## src/resv_cmd_pkg.sv

```systemverilog
// resv_cmd_pkg: constants for the reservation release / report interpreter.
// assumes: included first in compile order; no other package needed.
package resv_cmd_pkg;
	// ==========================================================
	// command dword 0 fields
	localparam int CDW0_DPTR_SEL_BIT = 15;
	localparam int CDW0_OPC_HI = 7;
	localparam int CDW0_OPC_LO = 0;
	localparam int CDW0_CID_HI = 31;
	localparam int CDW0_CID_LO = 16;
	// ==========================================================
	// command dword 10 fields (release)
	localparam int KIND_HI = 15;
	localparam int KIND_LO = 8;
	localparam int BYPASS_BIT = 3;
	localparam int ACT_HI = 2;
	localparam int ACT_LO = 0;
	localparam logic [2:0] ACT_RELEASE = 3'h0;
	localparam logic [2:0] ACT_CLEAR = 3'h1;
	// ==========================================================
	// data pointer fields
	localparam int PTR1_HI = 63;
	localparam int PTR1_LO = 0;
	localparam int PTR2_HI = 127;
	localparam int PTR2_LO = 64;
	localparam int SGL_LEN_HI = 95;
	localparam int SGL_LEN_LO = 64;
	// ==========================================================
	// status structure layout, in dwords
	localparam int HDR_DW = 6;
	localparam int REC_DW = 6;
	localparam int HDR_GEN = 0;
	localparam int HDR_KIND = 1;
	localparam int HDR_PTPL = 2;
	localparam int PTPL_BIT = 8;
	localparam logic [63:0] DW_BYTES = 64'h4;
	localparam logic [63:0] LIST_STEP = 64'h8;
	// ==========================================================
	// completion status codes
	localparam logic [7:0] ST_SUCCESS = 8'h00;
	localparam logic [7:0] ST_BAD_OPCODE = 8'h01;
	localparam logic [7:0] ST_BAD_FIELD = 8'h02;
	localparam logic [7:0] ST_SGL_LENGTH = 8'h0F;
	localparam logic [7:0] ST_CONFLICT = 8'h83;
endpackage

```

## src/reservation_release_report.sv

```systemverilog
// reservation_release_report: interprets the reservation release and
// reservation report commands, fetches the key, writes the status
// structure and posts the completion entry.
// assumes: all inputs come from logic on clk_i; memory and completion
// ports answer with handshakes; reservation state other than the generation counter lives outside.
`timescale 1ns/100ps
`default_nettype none

// Summary of operation
// - release action requires supplied reservation kind to equal the held kind.
// - key check bypass set skips key comparison; command succeeds on any key.
// - action 000b is release, 001b is clear, other codes are reserved.
// - every finished command posts a completion entry with its status.
// - report writes the reservation status structure into host memory.
// - structure size grows by one record per registered controller.
// - report uses dword 10 and pointer only; other fields are ignored.
// - pointer select zero: first PRP entry gives the destination buffer.
// - second PRP entry unused, second buffer, or list pointer by length.
// - pointer select one: whole pointer is first scatter-gather segment.
// - successful clear increments the wrapping 32-bit generation counter.
// - dword count is zero based; transfer is truncated to structure size.
module reservation_release_report #(
	parameter int REGW = 16,
	parameter int PAGE_BYTES = 4096,
	parameter logic [7:0] OPC_RELEASE = 8'h01,
	parameter logic [7:0] OPC_REPORT = 8'h02
) (
	input wire logic clk_i,
	input wire logic rst_i,
	input wire logic cmd_valid_i,
	output logic cmd_ready_o,
	input wire logic [31:0] cmd_cdw0_i,
	input wire logic [31:0] cmd_cdw10_i,
	input wire logic [127:0] cmd_dptr_i,
	input wire logic [15:0] cmd_sqid_i,
	input wire logic [7:0] held_kind_i,
	input wire logic [63:0] holder_key_i,
	input wire logic [REGW-1:0] reg_count_i,
	input wire logic ptpl_i,
	input wire logic gen_bump_i,
	output logic rd_req_o,
	output logic [63:0] rd_addr_o,
	input wire logic rd_ack_i,
	input wire logic [63:0] rd_data_i,
	output logic wr_valid_o,
	output logic [63:0] wr_addr_o,
	output logic [31:0] wr_data_o,
	input wire logic wr_ready_i,
	output logic [REGW+2:0] rec_index_o,
	input wire logic [31:0] rec_data_i,
	output logic cpl_valid_o,
	output logic [15:0] cpl_sqid_o,
	output logic [15:0] cpl_cid_o,
	output logic [7:0] cpl_status_o,
	input wire logic cpl_ready_i,
	output logic release_o,
	output logic clear_o,
	output logic [31:0] generation_counter_o
);
	localparam int XW = REGW + 3;
	localparam int PB = $clog2(PAGE_BYTES);

	// ==========================================================
	// parameter checks
	generate
		if (PAGE_BYTES < 8 || (1 << PB) != PAGE_BYTES || REGW < 1 || REGW > 28) begin : g_bad
			$error("unsupported page size or count width");
		end
	endgenerate

	typedef enum {S_IDLE, S_KEY_RD, S_CHECK, S_SEL, S_LOAD, S_PUT, S_LIST_RD,
		S_CPL} state_e;

	// ==========================================================
	// header dword of the status structure
	function automatic logic [31:0] hdr_dword(input logic [XW-1:0] idx,
		input logic [31:0] gen, input logic [7:0] kind,
		input logic [REGW-1:0] regs, input logic ptpl);
		logic [31:0] v;
		v = 32'h0;
		if (idx == XW'(resv_cmd_pkg::HDR_GEN)) begin
			v = gen;
		end else if (idx == XW'(resv_cmd_pkg::HDR_KIND)) begin
			v = {8'h00, 16'(regs), kind};
		end else if (idx == XW'(resv_cmd_pkg::HDR_PTPL)) begin
			v[resv_cmd_pkg::PTPL_BIT] = ptpl;
		end
		return v;
	endfunction

	state_e state, next_state;
	logic next_cmd_ready, next_rd_req, next_wr_valid, next_cpl_valid;
	logic next_release, next_clear;
	logic [63:0] next_rd_addr, next_wr_addr, addr, next_addr;
	logic [63:0] ptr2, next_ptr2, list_ptr, next_list_ptr;
	logic [31:0] next_wr_data, next_gen;
	logic [XW-1:0] next_rec_index, idx, next_idx, total, next_total;
	logic [15:0] next_cpl_sqid, next_cpl_cid;
	logic [7:0] next_cpl_status, kind_req, next_kind_req;
	logic [2:0] act, next_act;
	logic bypass, next_bypass, key_match, next_key_match;
	logic use_sgl, next_use_sgl, need_list, next_need_list;
	logic crossed, next_crossed;
	logic [33:0] want, size, len;
	logic [63:0] step_addr;
	logic [XW-1:0] step_idx;
	logic check_ok;

	always_comb begin
		next_state = state;
		next_cmd_ready = cmd_ready_o;
		next_rd_req = rd_req_o;
		next_rd_addr = rd_addr_o;
		next_wr_valid = wr_valid_o;
		next_wr_addr = wr_addr_o;
		next_wr_data = wr_data_o;
		next_rec_index = rec_index_o;
		next_cpl_valid = cpl_valid_o;
		next_cpl_sqid = cpl_sqid_o;
		next_cpl_cid = cpl_cid_o;
		next_cpl_status = cpl_status_o;
		next_release = 1'b0;
		next_clear = 1'b0;
		next_gen = generation_counter_o;
		next_addr = addr;
		next_ptr2 = ptr2;
		next_list_ptr = list_ptr;
		next_idx = idx;
		next_total = total;
		next_kind_req = kind_req;
		next_act = act;
		next_bypass = bypass;
		next_key_match = key_match;
		next_use_sgl = use_sgl;
		next_need_list = need_list;
		next_crossed = crossed;
		// zero-based count, truncated to structure size
		want = {2'b00, cmd_cdw10_i} + 34'h1;
		size = 34'(resv_cmd_pkg::HDR_DW) +
			34'(resv_cmd_pkg::REC_DW) * 34'(reg_count_i);
		len = (want < size) ? want : size;
		step_addr = addr + resv_cmd_pkg::DW_BYTES;
		step_idx = idx + XW'(1);
		// kind must match held kind for release
		check_ok = (bypass || key_match) &&
			(act == resv_cmd_pkg::ACT_CLEAR || kind_req == held_kind_i);
		if (gen_bump_i) begin
			next_gen = generation_counter_o + 32'h1;
		end
		case (state)
			S_IDLE: begin
				if (cmd_valid_i && cmd_ready_o) begin
					next_cmd_ready = 1'b0;
					next_cpl_sqid = cmd_sqid_i;
					next_cpl_cid = cmd_cdw0_i[resv_cmd_pkg::CDW0_CID_HI:
						resv_cmd_pkg::CDW0_CID_LO];
					next_cpl_status = resv_cmd_pkg::ST_SUCCESS;
					next_use_sgl = cmd_cdw0_i[resv_cmd_pkg::CDW0_DPTR_SEL_BIT];
					// first entry or segment address is the buffer
					// segment address sits in the low pointer half
					next_addr = cmd_dptr_i[resv_cmd_pkg::PTR1_HI:
						resv_cmd_pkg::PTR1_LO];
					next_ptr2 = cmd_dptr_i[resv_cmd_pkg::PTR2_HI:
						resv_cmd_pkg::PTR2_LO];
					next_list_ptr = next_ptr2;
					next_crossed = 1'b0;
					next_idx = '0;
					next_kind_req = cmd_cdw10_i[resv_cmd_pkg::KIND_HI:
						resv_cmd_pkg::KIND_LO];
					next_act = cmd_cdw10_i[resv_cmd_pkg::ACT_HI:
						resv_cmd_pkg::ACT_LO];
					next_bypass = cmd_cdw10_i[resv_cmd_pkg::BYPASS_BIT];
					next_key_match = 1'b0;
					// only dword 10 and the pointer are used
					if (cmd_cdw0_i[resv_cmd_pkg::CDW0_OPC_HI:
						resv_cmd_pkg::CDW0_OPC_LO] == OPC_REPORT) begin
						next_total = XW'(len);
						next_need_list = !next_use_sgl &&
							(34'(next_addr[PB-1:0]) + (len << 2) >
							34'(2 * PAGE_BYTES));
						if (next_use_sgl && (len << 2) > 34'(cmd_dptr_i[
							resv_cmd_pkg::SGL_LEN_HI:
							resv_cmd_pkg::SGL_LEN_LO])) begin
							next_cpl_status = resv_cmd_pkg::ST_SGL_LENGTH;
							next_state = S_CPL;
						end else begin
							next_state = S_SEL;
						end
					end else if (cmd_cdw0_i[resv_cmd_pkg::CDW0_OPC_HI:
						resv_cmd_pkg::CDW0_OPC_LO] == OPC_RELEASE) begin
						if (next_act != resv_cmd_pkg::ACT_RELEASE &&
							next_act != resv_cmd_pkg::ACT_CLEAR) begin
							next_cpl_status = resv_cmd_pkg::ST_BAD_FIELD;
							next_state = S_CPL;
						end else if (next_bypass) begin
							next_state = S_CHECK;
						end else begin
							// fetch present key from release data
							next_rd_req = 1'b1;
							next_rd_addr = next_addr;
							next_state = S_KEY_RD;
						end
					end else begin
						next_cpl_status = resv_cmd_pkg::ST_BAD_OPCODE;
						next_state = S_CPL;
					end
				end
			end
			S_KEY_RD: begin
				if (rd_ack_i) begin
					next_rd_req = 1'b0;
					next_key_match = (rd_data_i == holder_key_i);
					next_state = S_CHECK;
				end
			end
			S_CHECK: begin
				if (check_ok) begin
					next_release = (act == resv_cmd_pkg::ACT_RELEASE);
					next_clear = (act == resv_cmd_pkg::ACT_CLEAR);
					if (act == resv_cmd_pkg::ACT_CLEAR) begin
						next_gen = generation_counter_o +
							(gen_bump_i ? 32'h2 : 32'h1);
					end
				end else begin
					next_cpl_status = resv_cmd_pkg::ST_CONFLICT;
				end
				next_state = S_CPL;
			end
			S_SEL: begin
				next_rec_index = idx - XW'(resv_cmd_pkg::HDR_DW);
				next_state = S_LOAD;
			end
			S_LOAD: begin
				// header or record dword into host memory
				if (idx < XW'(resv_cmd_pkg::HDR_DW)) begin
					next_wr_data = hdr_dword(idx, generation_counter_o,
						held_kind_i, reg_count_i, ptpl_i);
				end else begin
					next_wr_data = rec_data_i;
				end
				next_wr_addr = addr;
				next_wr_valid = 1'b1;
				next_state = S_PUT;
			end
			S_PUT: begin
				if (wr_ready_i) begin
					next_wr_valid = 1'b0;
					next_idx = step_idx;
					next_addr = step_addr;
					if (step_idx >= total) begin
						next_state = S_CPL;
					end else if (!use_sgl && step_addr[PB-1:0] == '0) begin
						// second entry is buffer or list pointer
						if (!need_list && !crossed) begin
							next_addr = ptr2;
							next_crossed = 1'b1;
							next_state = S_SEL;
						end else begin
							next_rd_req = 1'b1;
							next_rd_addr = list_ptr;
							next_list_ptr = list_ptr + resv_cmd_pkg::LIST_STEP;
							next_state = S_LIST_RD;
						end
					end else begin
						next_state = S_SEL;
					end
				end
			end
			S_LIST_RD: begin
				if (rd_ack_i) begin
					next_rd_req = 1'b0;
					next_addr = rd_data_i;
					next_state = S_SEL;
				end
			end
			S_CPL: begin
				if (!cpl_valid_o) begin
					next_cpl_valid = 1'b1;
				end else if (cpl_ready_i) begin
					next_cpl_valid = 1'b0;
					next_cmd_ready = 1'b1;
					next_state = S_IDLE;
				end
			end
			default: begin
				next_state = S_IDLE;
				next_cmd_ready = 1'b1;
			end
		endcase
	end

	always_ff @(posedge clk_i or posedge rst_i) begin
		if (rst_i) begin
			state <= S_IDLE;
			cmd_ready_o <= 1'b1;
			rd_req_o <= 1'b0;
			rd_addr_o <= '0;
			wr_valid_o <= 1'b0;
			wr_addr_o <= '0;
			wr_data_o <= '0;
			rec_index_o <= '0;
			cpl_valid_o <= 1'b0;
			cpl_sqid_o <= '0;
			cpl_cid_o <= '0;
			cpl_status_o <= '0;
			release_o <= 1'b0;
			clear_o <= 1'b0;
			generation_counter_o <= '0;
			addr <= '0;
			ptr2 <= '0;
			list_ptr <= '0;
			idx <= '0;
			total <= '0;
			kind_req <= '0;
			act <= '0;
			bypass <= 1'b0;
			key_match <= 1'b0;
			use_sgl <= 1'b0;
			need_list <= 1'b0;
			crossed <= 1'b0;
		end else begin
			state <= next_state;
			cmd_ready_o <= next_cmd_ready;
			rd_req_o <= next_rd_req;
			rd_addr_o <= next_rd_addr;
			wr_valid_o <= next_wr_valid;
			wr_addr_o <= next_wr_addr;
			wr_data_o <= next_wr_data;
			rec_index_o <= next_rec_index;
			cpl_valid_o <= next_cpl_valid;
			cpl_sqid_o <= next_cpl_sqid;
			cpl_cid_o <= next_cpl_cid;
			cpl_status_o <= next_cpl_status;
			release_o <= next_release;
			clear_o <= next_clear;
			generation_counter_o <= next_gen;
			addr <= next_addr;
			ptr2 <= next_ptr2;
			list_ptr <= next_list_ptr;
			idx <= next_idx;
			total <= next_total;
			kind_req <= next_kind_req;
			act <= next_act;
			bypass <= next_bypass;
			key_match <= next_key_match;
			use_sgl <= next_use_sgl;
			need_list <= next_need_list;
			crossed <= next_crossed;
		end
	end
endmodule

`default_nettype wire

```

## config.mk

```make
export PLATFORM = sky130hd
export DESIGN_NAME = reservation_release_report
export DESIGN_NICKNAME = d
export VERILOG_FILES = /design/src/resv_cmd_pkg.sv /design/src/reservation_release_report.sv
export SDC_FILE = /design/constraint.sdc
export NUM_CORES = 2
export LEC_CHECK = 0
export BUFFER_PORTS_ARGS = -buffer_cell sky130_fd_sc_hd__buf_4
export CAP_MARGIN = 10
export CORE_ASPECT_RATIO = 1.1
export CORE_UTILIZATION = 30
export CTS_BUF_LIST = sky130_fd_sc_hd__clkbuf_4
export DETAILED_ROUTE_END_ITERATION = 6
export GPL_ROUTABILITY_DRIVEN = 0
export PLACE_DENSITY = 0.49
export SETUP_SLACK_MARGIN = 0.02
export SYNTH_ARGS = -nofsm -noshare
export SYNTH_HDL_FRONTEND = slang
export SYNTH_SLANG_ARGS = --single-unit
```

## constraint.sdc

```tcl
create_clock -name clk_i -period 24 [get_ports clk_i]
set_input_delay 4.8 -clock clk_i [delete_from_list [all_inputs] [get_ports clk_i]]
set_output_delay 4.8 -clock clk_i [all_outputs]
set_load 0.01 [all_outputs]
```

==> impl_table.tex <==
\begin{tabular}{lr}
\hline
Metric & Value \\
\hline
\multicolumn{2}{l}{\textbf{Status}} \\
Run status & finished clean \\
\multicolumn{2}{l}{\textbf{Global route}} \\
Wire length of the first global-routing pass & slightly below 200000 µm \\
Tot GR Track Use & 25.54\% \\
Maximum number of pins on one net before global-route repair & 138 \\
Global route overflow & 0 \\
Number of global-route vias before repair & 28757 \\
Antenna violations before repair & 35 \\
\multicolumn{2}{l}{\textbf{Finish}} \\
Commonest non-fill, non-tap cells in the layout & sky130\_fd\_sc\_hd\_\_nand2\_1, sky130\_fd\_sc\_hd\_\_buf\_4, sky130\_fd\_sc\_hd\_\_dfrtp\_1 \\
Number of standard cells in the layout, taps in and fillers out & 5690 \\
Leading cell type in the layout, fill and taps excluded & sky130\_fd\_sc\_hd\_\_nand2\_1 \\
Fraction of layout cells with a size suffix above 1 & 21.99\% \\
Number of inserted filler cells in the final layout & 10630 \\
Post-layout nets & 4795 \\
Synth-to-Final Area Change & 25.91\% \\
\multicolumn{2}{l}{\textbf{STA}} \\
Unrepaired setup endpoints after global routing & false \\
Layout Skew & approximately 0.084 ns \\
Hold violation count in the final report & 0 \\
Shortest period the worst path allows & 11.65 ns \\
Slew HR & 26.68\% \\
Max Clk Rate & $\sim$0.086 GHz \\
Share of the clock period used by the worst path after layout & 48.53\% \\
Number of endpoints failing setup at the final stage & 0 \\
Least-Margin Pin Slew & 1.100 ns \\
Final Slew Violations & 0 \\
TNS Setup & 0 ns \\
\multicolumn{2}{l}{\textbf{Floorplan}} \\
Starting density of the core & around 30\% \\
Horizontal extent of the die & 304.4 µm \\
Vertical die dimension & 334.7 µm \\
Boundary Pins & 657 \\
Overall die area & 0.1019 mm² \\
Number of rows in the core area & around 120 \\
Area of the core & 0.09932 mm² \\
\multicolumn{2}{l}{\textbf{Clock network}} \\
TritonCTS clock tree & yes \\
Number of H-tree levels & 4 \\
Latest clock arrival within the worst-skew pair & 1.03 ns \\
Clk sink count & about 500 \\
\# resized after CTS & 0 \\
Clk slew on worst S/H paths & 0.07 ns \\
Buffer count from post-CTS setup fixing & 0 \\
Clk buf depth & 3 \\
Number of buffers inserted for hold repair after clock tree synthesis & 0 \\
CTS root buf & sky130\_fd\_sc\_hd\_\_clkbuf\_4 \\
Clock buffer count from CTS & 149 \\
\multicolumn{2}{l}{\textbf{Pwr}} \\
Static leakage power & 18.41 nW \\
Total power per unit cell area & about 110 mW/mm² \\
Maximum ir drop on the vdd rail & 0.05417 mV \\
\multicolumn{2}{l}{\textbf{Hold path}} \\
HP Start & ptr2[32]\$\_DFFE\_PP0P\_ \\
Class of the tightest hold or removal check & register to register \\
\multicolumn{2}{l}{\textbf{Critical path}} \\
Worst reg2reg path startpoint & idx[0]\$\_DFFE\_PP0P\_ \\
Slowest cell on the critical path & sky130\_fd\_sc\_hd\_\_nor4b\_2 \\
Top fanout value on the critical path & 38 \\
Worst setup path start & reg\_count\_i[0] \\
Worst setup path category & input port to register \\
Delay of the slowest cell on the worst path & 0.48 ns \\
Kind of capture point of the worst setup path & register \\
Startpoint class of the critical path & input port \\
Required time at the worst-slack endpoint & 24.83 ns \\
Arrival time of the worst setup path & 12.48 ns \\
\multicolumn{2}{l}{\textbf{Run}} \\
Maximum capacitance violations & 0 \\
\multicolumn{2}{l}{\textbf{Logic synthesis}} \\
Count of unique library cells instantiated by Yosys & 89 \\
Sequential fraction of the synthesis area & 41.62\% \\
Yosys synthesis warning count & 0 \\
Top area cells in the synthesized netlist & sky130\_fd\_sc\_hd\_\_dfrtp\_1, sky130\_fd\_sc\_hd\_\_nand2\_1, sky130\_fd\_sc\_hd\_\_o21ai\_0 \\
\#FFs+latches synth & 502 \\
Number of cells produced by synthesis & 3653 \\
Area of the mapped netlist & 0.03019 mm² \\
Cell taking the most area after synthesis & sky130\_fd\_sc\_hd\_\_dfrtp\_1 \\
Dominant synthesized flop cell & sky130\_fd\_sc\_hd\_\_dfrtp\_1 \\
Proportion of netlist area held by the largest area contributor & 41.53\% \\
Number of enable-type register cells in the synthesized netlist & 0 \\
Average instance area after synthesis & 8.263 µm² \\
Fraction of synthesis flops using an asynchronous set or reset pin & 100.0\% \\
\multicolumn{2}{l}{\textbf{Route}} \\
Post-detailed-route count of antenna-violating nets & 0 \\
Routed met1 length & 55650 µm \\
Routed wire length & 132600 µm \\
DRC marker count from the first detailed-route iteration & around 2200 \\
Highest metal layer used by the detailed router & met5 \\
Routed via count & 29604 \\
Via-to-Cell Ratio & 5.203 \\
WL met3 & 9892 µm \\
DRT Pass-1 Iters & 5 \\
Routed wl met2 & $\sim$63000 µm \\
Post-route DRC violation count & 0 \\
Wire length per cell after detailed routing & about 23 µm \\
\multicolumn{2}{l}{\textbf{Place}} \\
Dpl hpwl & 101600 µm \\
Buffers on Ports & between 600 and 700 \\
Placed Cells & 5424 \\
\hline
\end{tabular}
-- cell type report --
class / count / area, µm² / share of cell area (%)
Sequential cell: 502 / 12560 / 33.06
Timing Repair Buffer: 685 / 5155 / 13.56
Clock buffer: 199 / 1494 / 3.931
Multi-Input combinational cell: 2840 / 16480 / 43.37
Inverter: 106 / 405.4 / 1.067
Antenna cell: 15 / 37.54 / 0.09876
Tap cell: 1291 / 1615 / 4.250
Clock inverter: 52 / 251.5 / 0.6617
-- through the flow --
stage / area (µm²) / setup WS [ns] / power (mW) / utilization (%) / hold slack [ns]
2_1_floorplan: 30230 / 5.185 / 2.496 / - / 0.4404
3_3_place_gp: 36220 / 11.37 / 3.331 / 36.47 / 0.4543
3_5_place_dp: 36220 / 11.33 / 3.354 / 36.47 / 0.4582
4_1_cts: 37970 / 12.41 / 4.178 / 38.23 / 0.4740
5_1_grt: 38000 / 11.67 / 4.451 / 38.26 / 0.4856
6_report: 38010 / 12.35 / 4.134 / 38.27 / 0.4708
-- state kept, by name (all words and copies together), names as in the netlist, 32 cells and up --
name,count
addr,64
generation_counter_o,32
list_ptr,64
ptr2,64
rd_addr_o,64
wr_addr_o,64
wr_data_o,32
-- cell families (layout without fill, tap and decap cells) --
kind of cell | after synthesis | in the layout | share of synthesized area [%]
XOR/XNOR | 240 | 240 | 6.964
adder cells (fa/ha/maj) | 111 | 111 | 4.676
AND/OR/NAND/NOR | 1560 | 1560 | 23.30
flip-flops | 502 | 502 | 41.62
buffers and inverters | 323 | 1042 | 4.174
multiplexers | 61 | 61 | 2.077
other | 1 | 28 | 0.01242
AO/OA/AOI/OAI | 855 | 855 | 17.18
-- routing by layer --
metal	track usage (%)	up-vias
met5	0	-
met4	9.446	40
met3	7.691	218
met2	41.92	984
met1	31.49	14284
li1	-	14078
-- synthesized netlist by cell type (35+ instances only) --
cell,count
sky130_fd_sc_hd__ha_1,108
sky130_fd_sc_hd__nand3_1,202
sky130_fd_sc_hd__a31oi_1,35
sky130_fd_sc_hd__xnor2_1,124
sky130_fd_sc_hd__nor3_1,48
sky130_fd_sc_hd__xor2_1,116
sky130_fd_sc_hd__a21oi_1,154
sky130_fd_sc_hd__inv_1,106
sky130_fd_sc_hd__o21ai_0,383
sky130_fd_sc_hd__nand2_1,867
sky130_fd_sc_hd__nand4_1,66
sky130_fd_sc_hd__a21o_1,42
sky130_fd_sc_hd__dfrtp_1,501
sky130_fd_sc_hd__mux2i_1,53
sky130_fd_sc_hd__nor2_1,191
sky130_fd_sc_hd__clkbuf_1,197
-- worst max-delay path, delay by kind of cell --
kind                     cells  cell delay (ns)
buffers and inverters        4             0.56
AND/OR/NAND/NOR              9             2.25
AO/OA/AOI/OAI               15             3.34
adder cells (fa/ha/maj)      5             1.53
-- final timing paths --
path / end / slack [ns] / cells after the start
setup reg to reg: rd_addr_o[47]$_DFFE_PP0P_ / 18.35 / 18
hold reg to reg: ptr2[32]$_DFFE_PP0P_ / 0.47 / 2
min in group asynchronous: wr_addr_o[11]$_DFFE_PP0P_ / 3.93 / 2
hold / removal: ptr2[32]$_DFFE_PP0P_ / 0.47 / 2
max in group asynchronous: list_ptr[5]$_DFFE_PP0P_ / 17.68 / 4
setup / recovery: need_list$_DFFE_PP0P_ / 12.35 / 33
-- power breakdown --
part	switching (mW)	total (mW)	internal (mW)	leakage, nW
combinational	1.07	1.79	0.718	11.2
sequential	0.348	1.54	1.20	6.14
clock	0.410	0.797	0.387	1.03
total	1.83	4.13	2.30	18.4
Note: power is estimated with default switching activity, not from simulation.
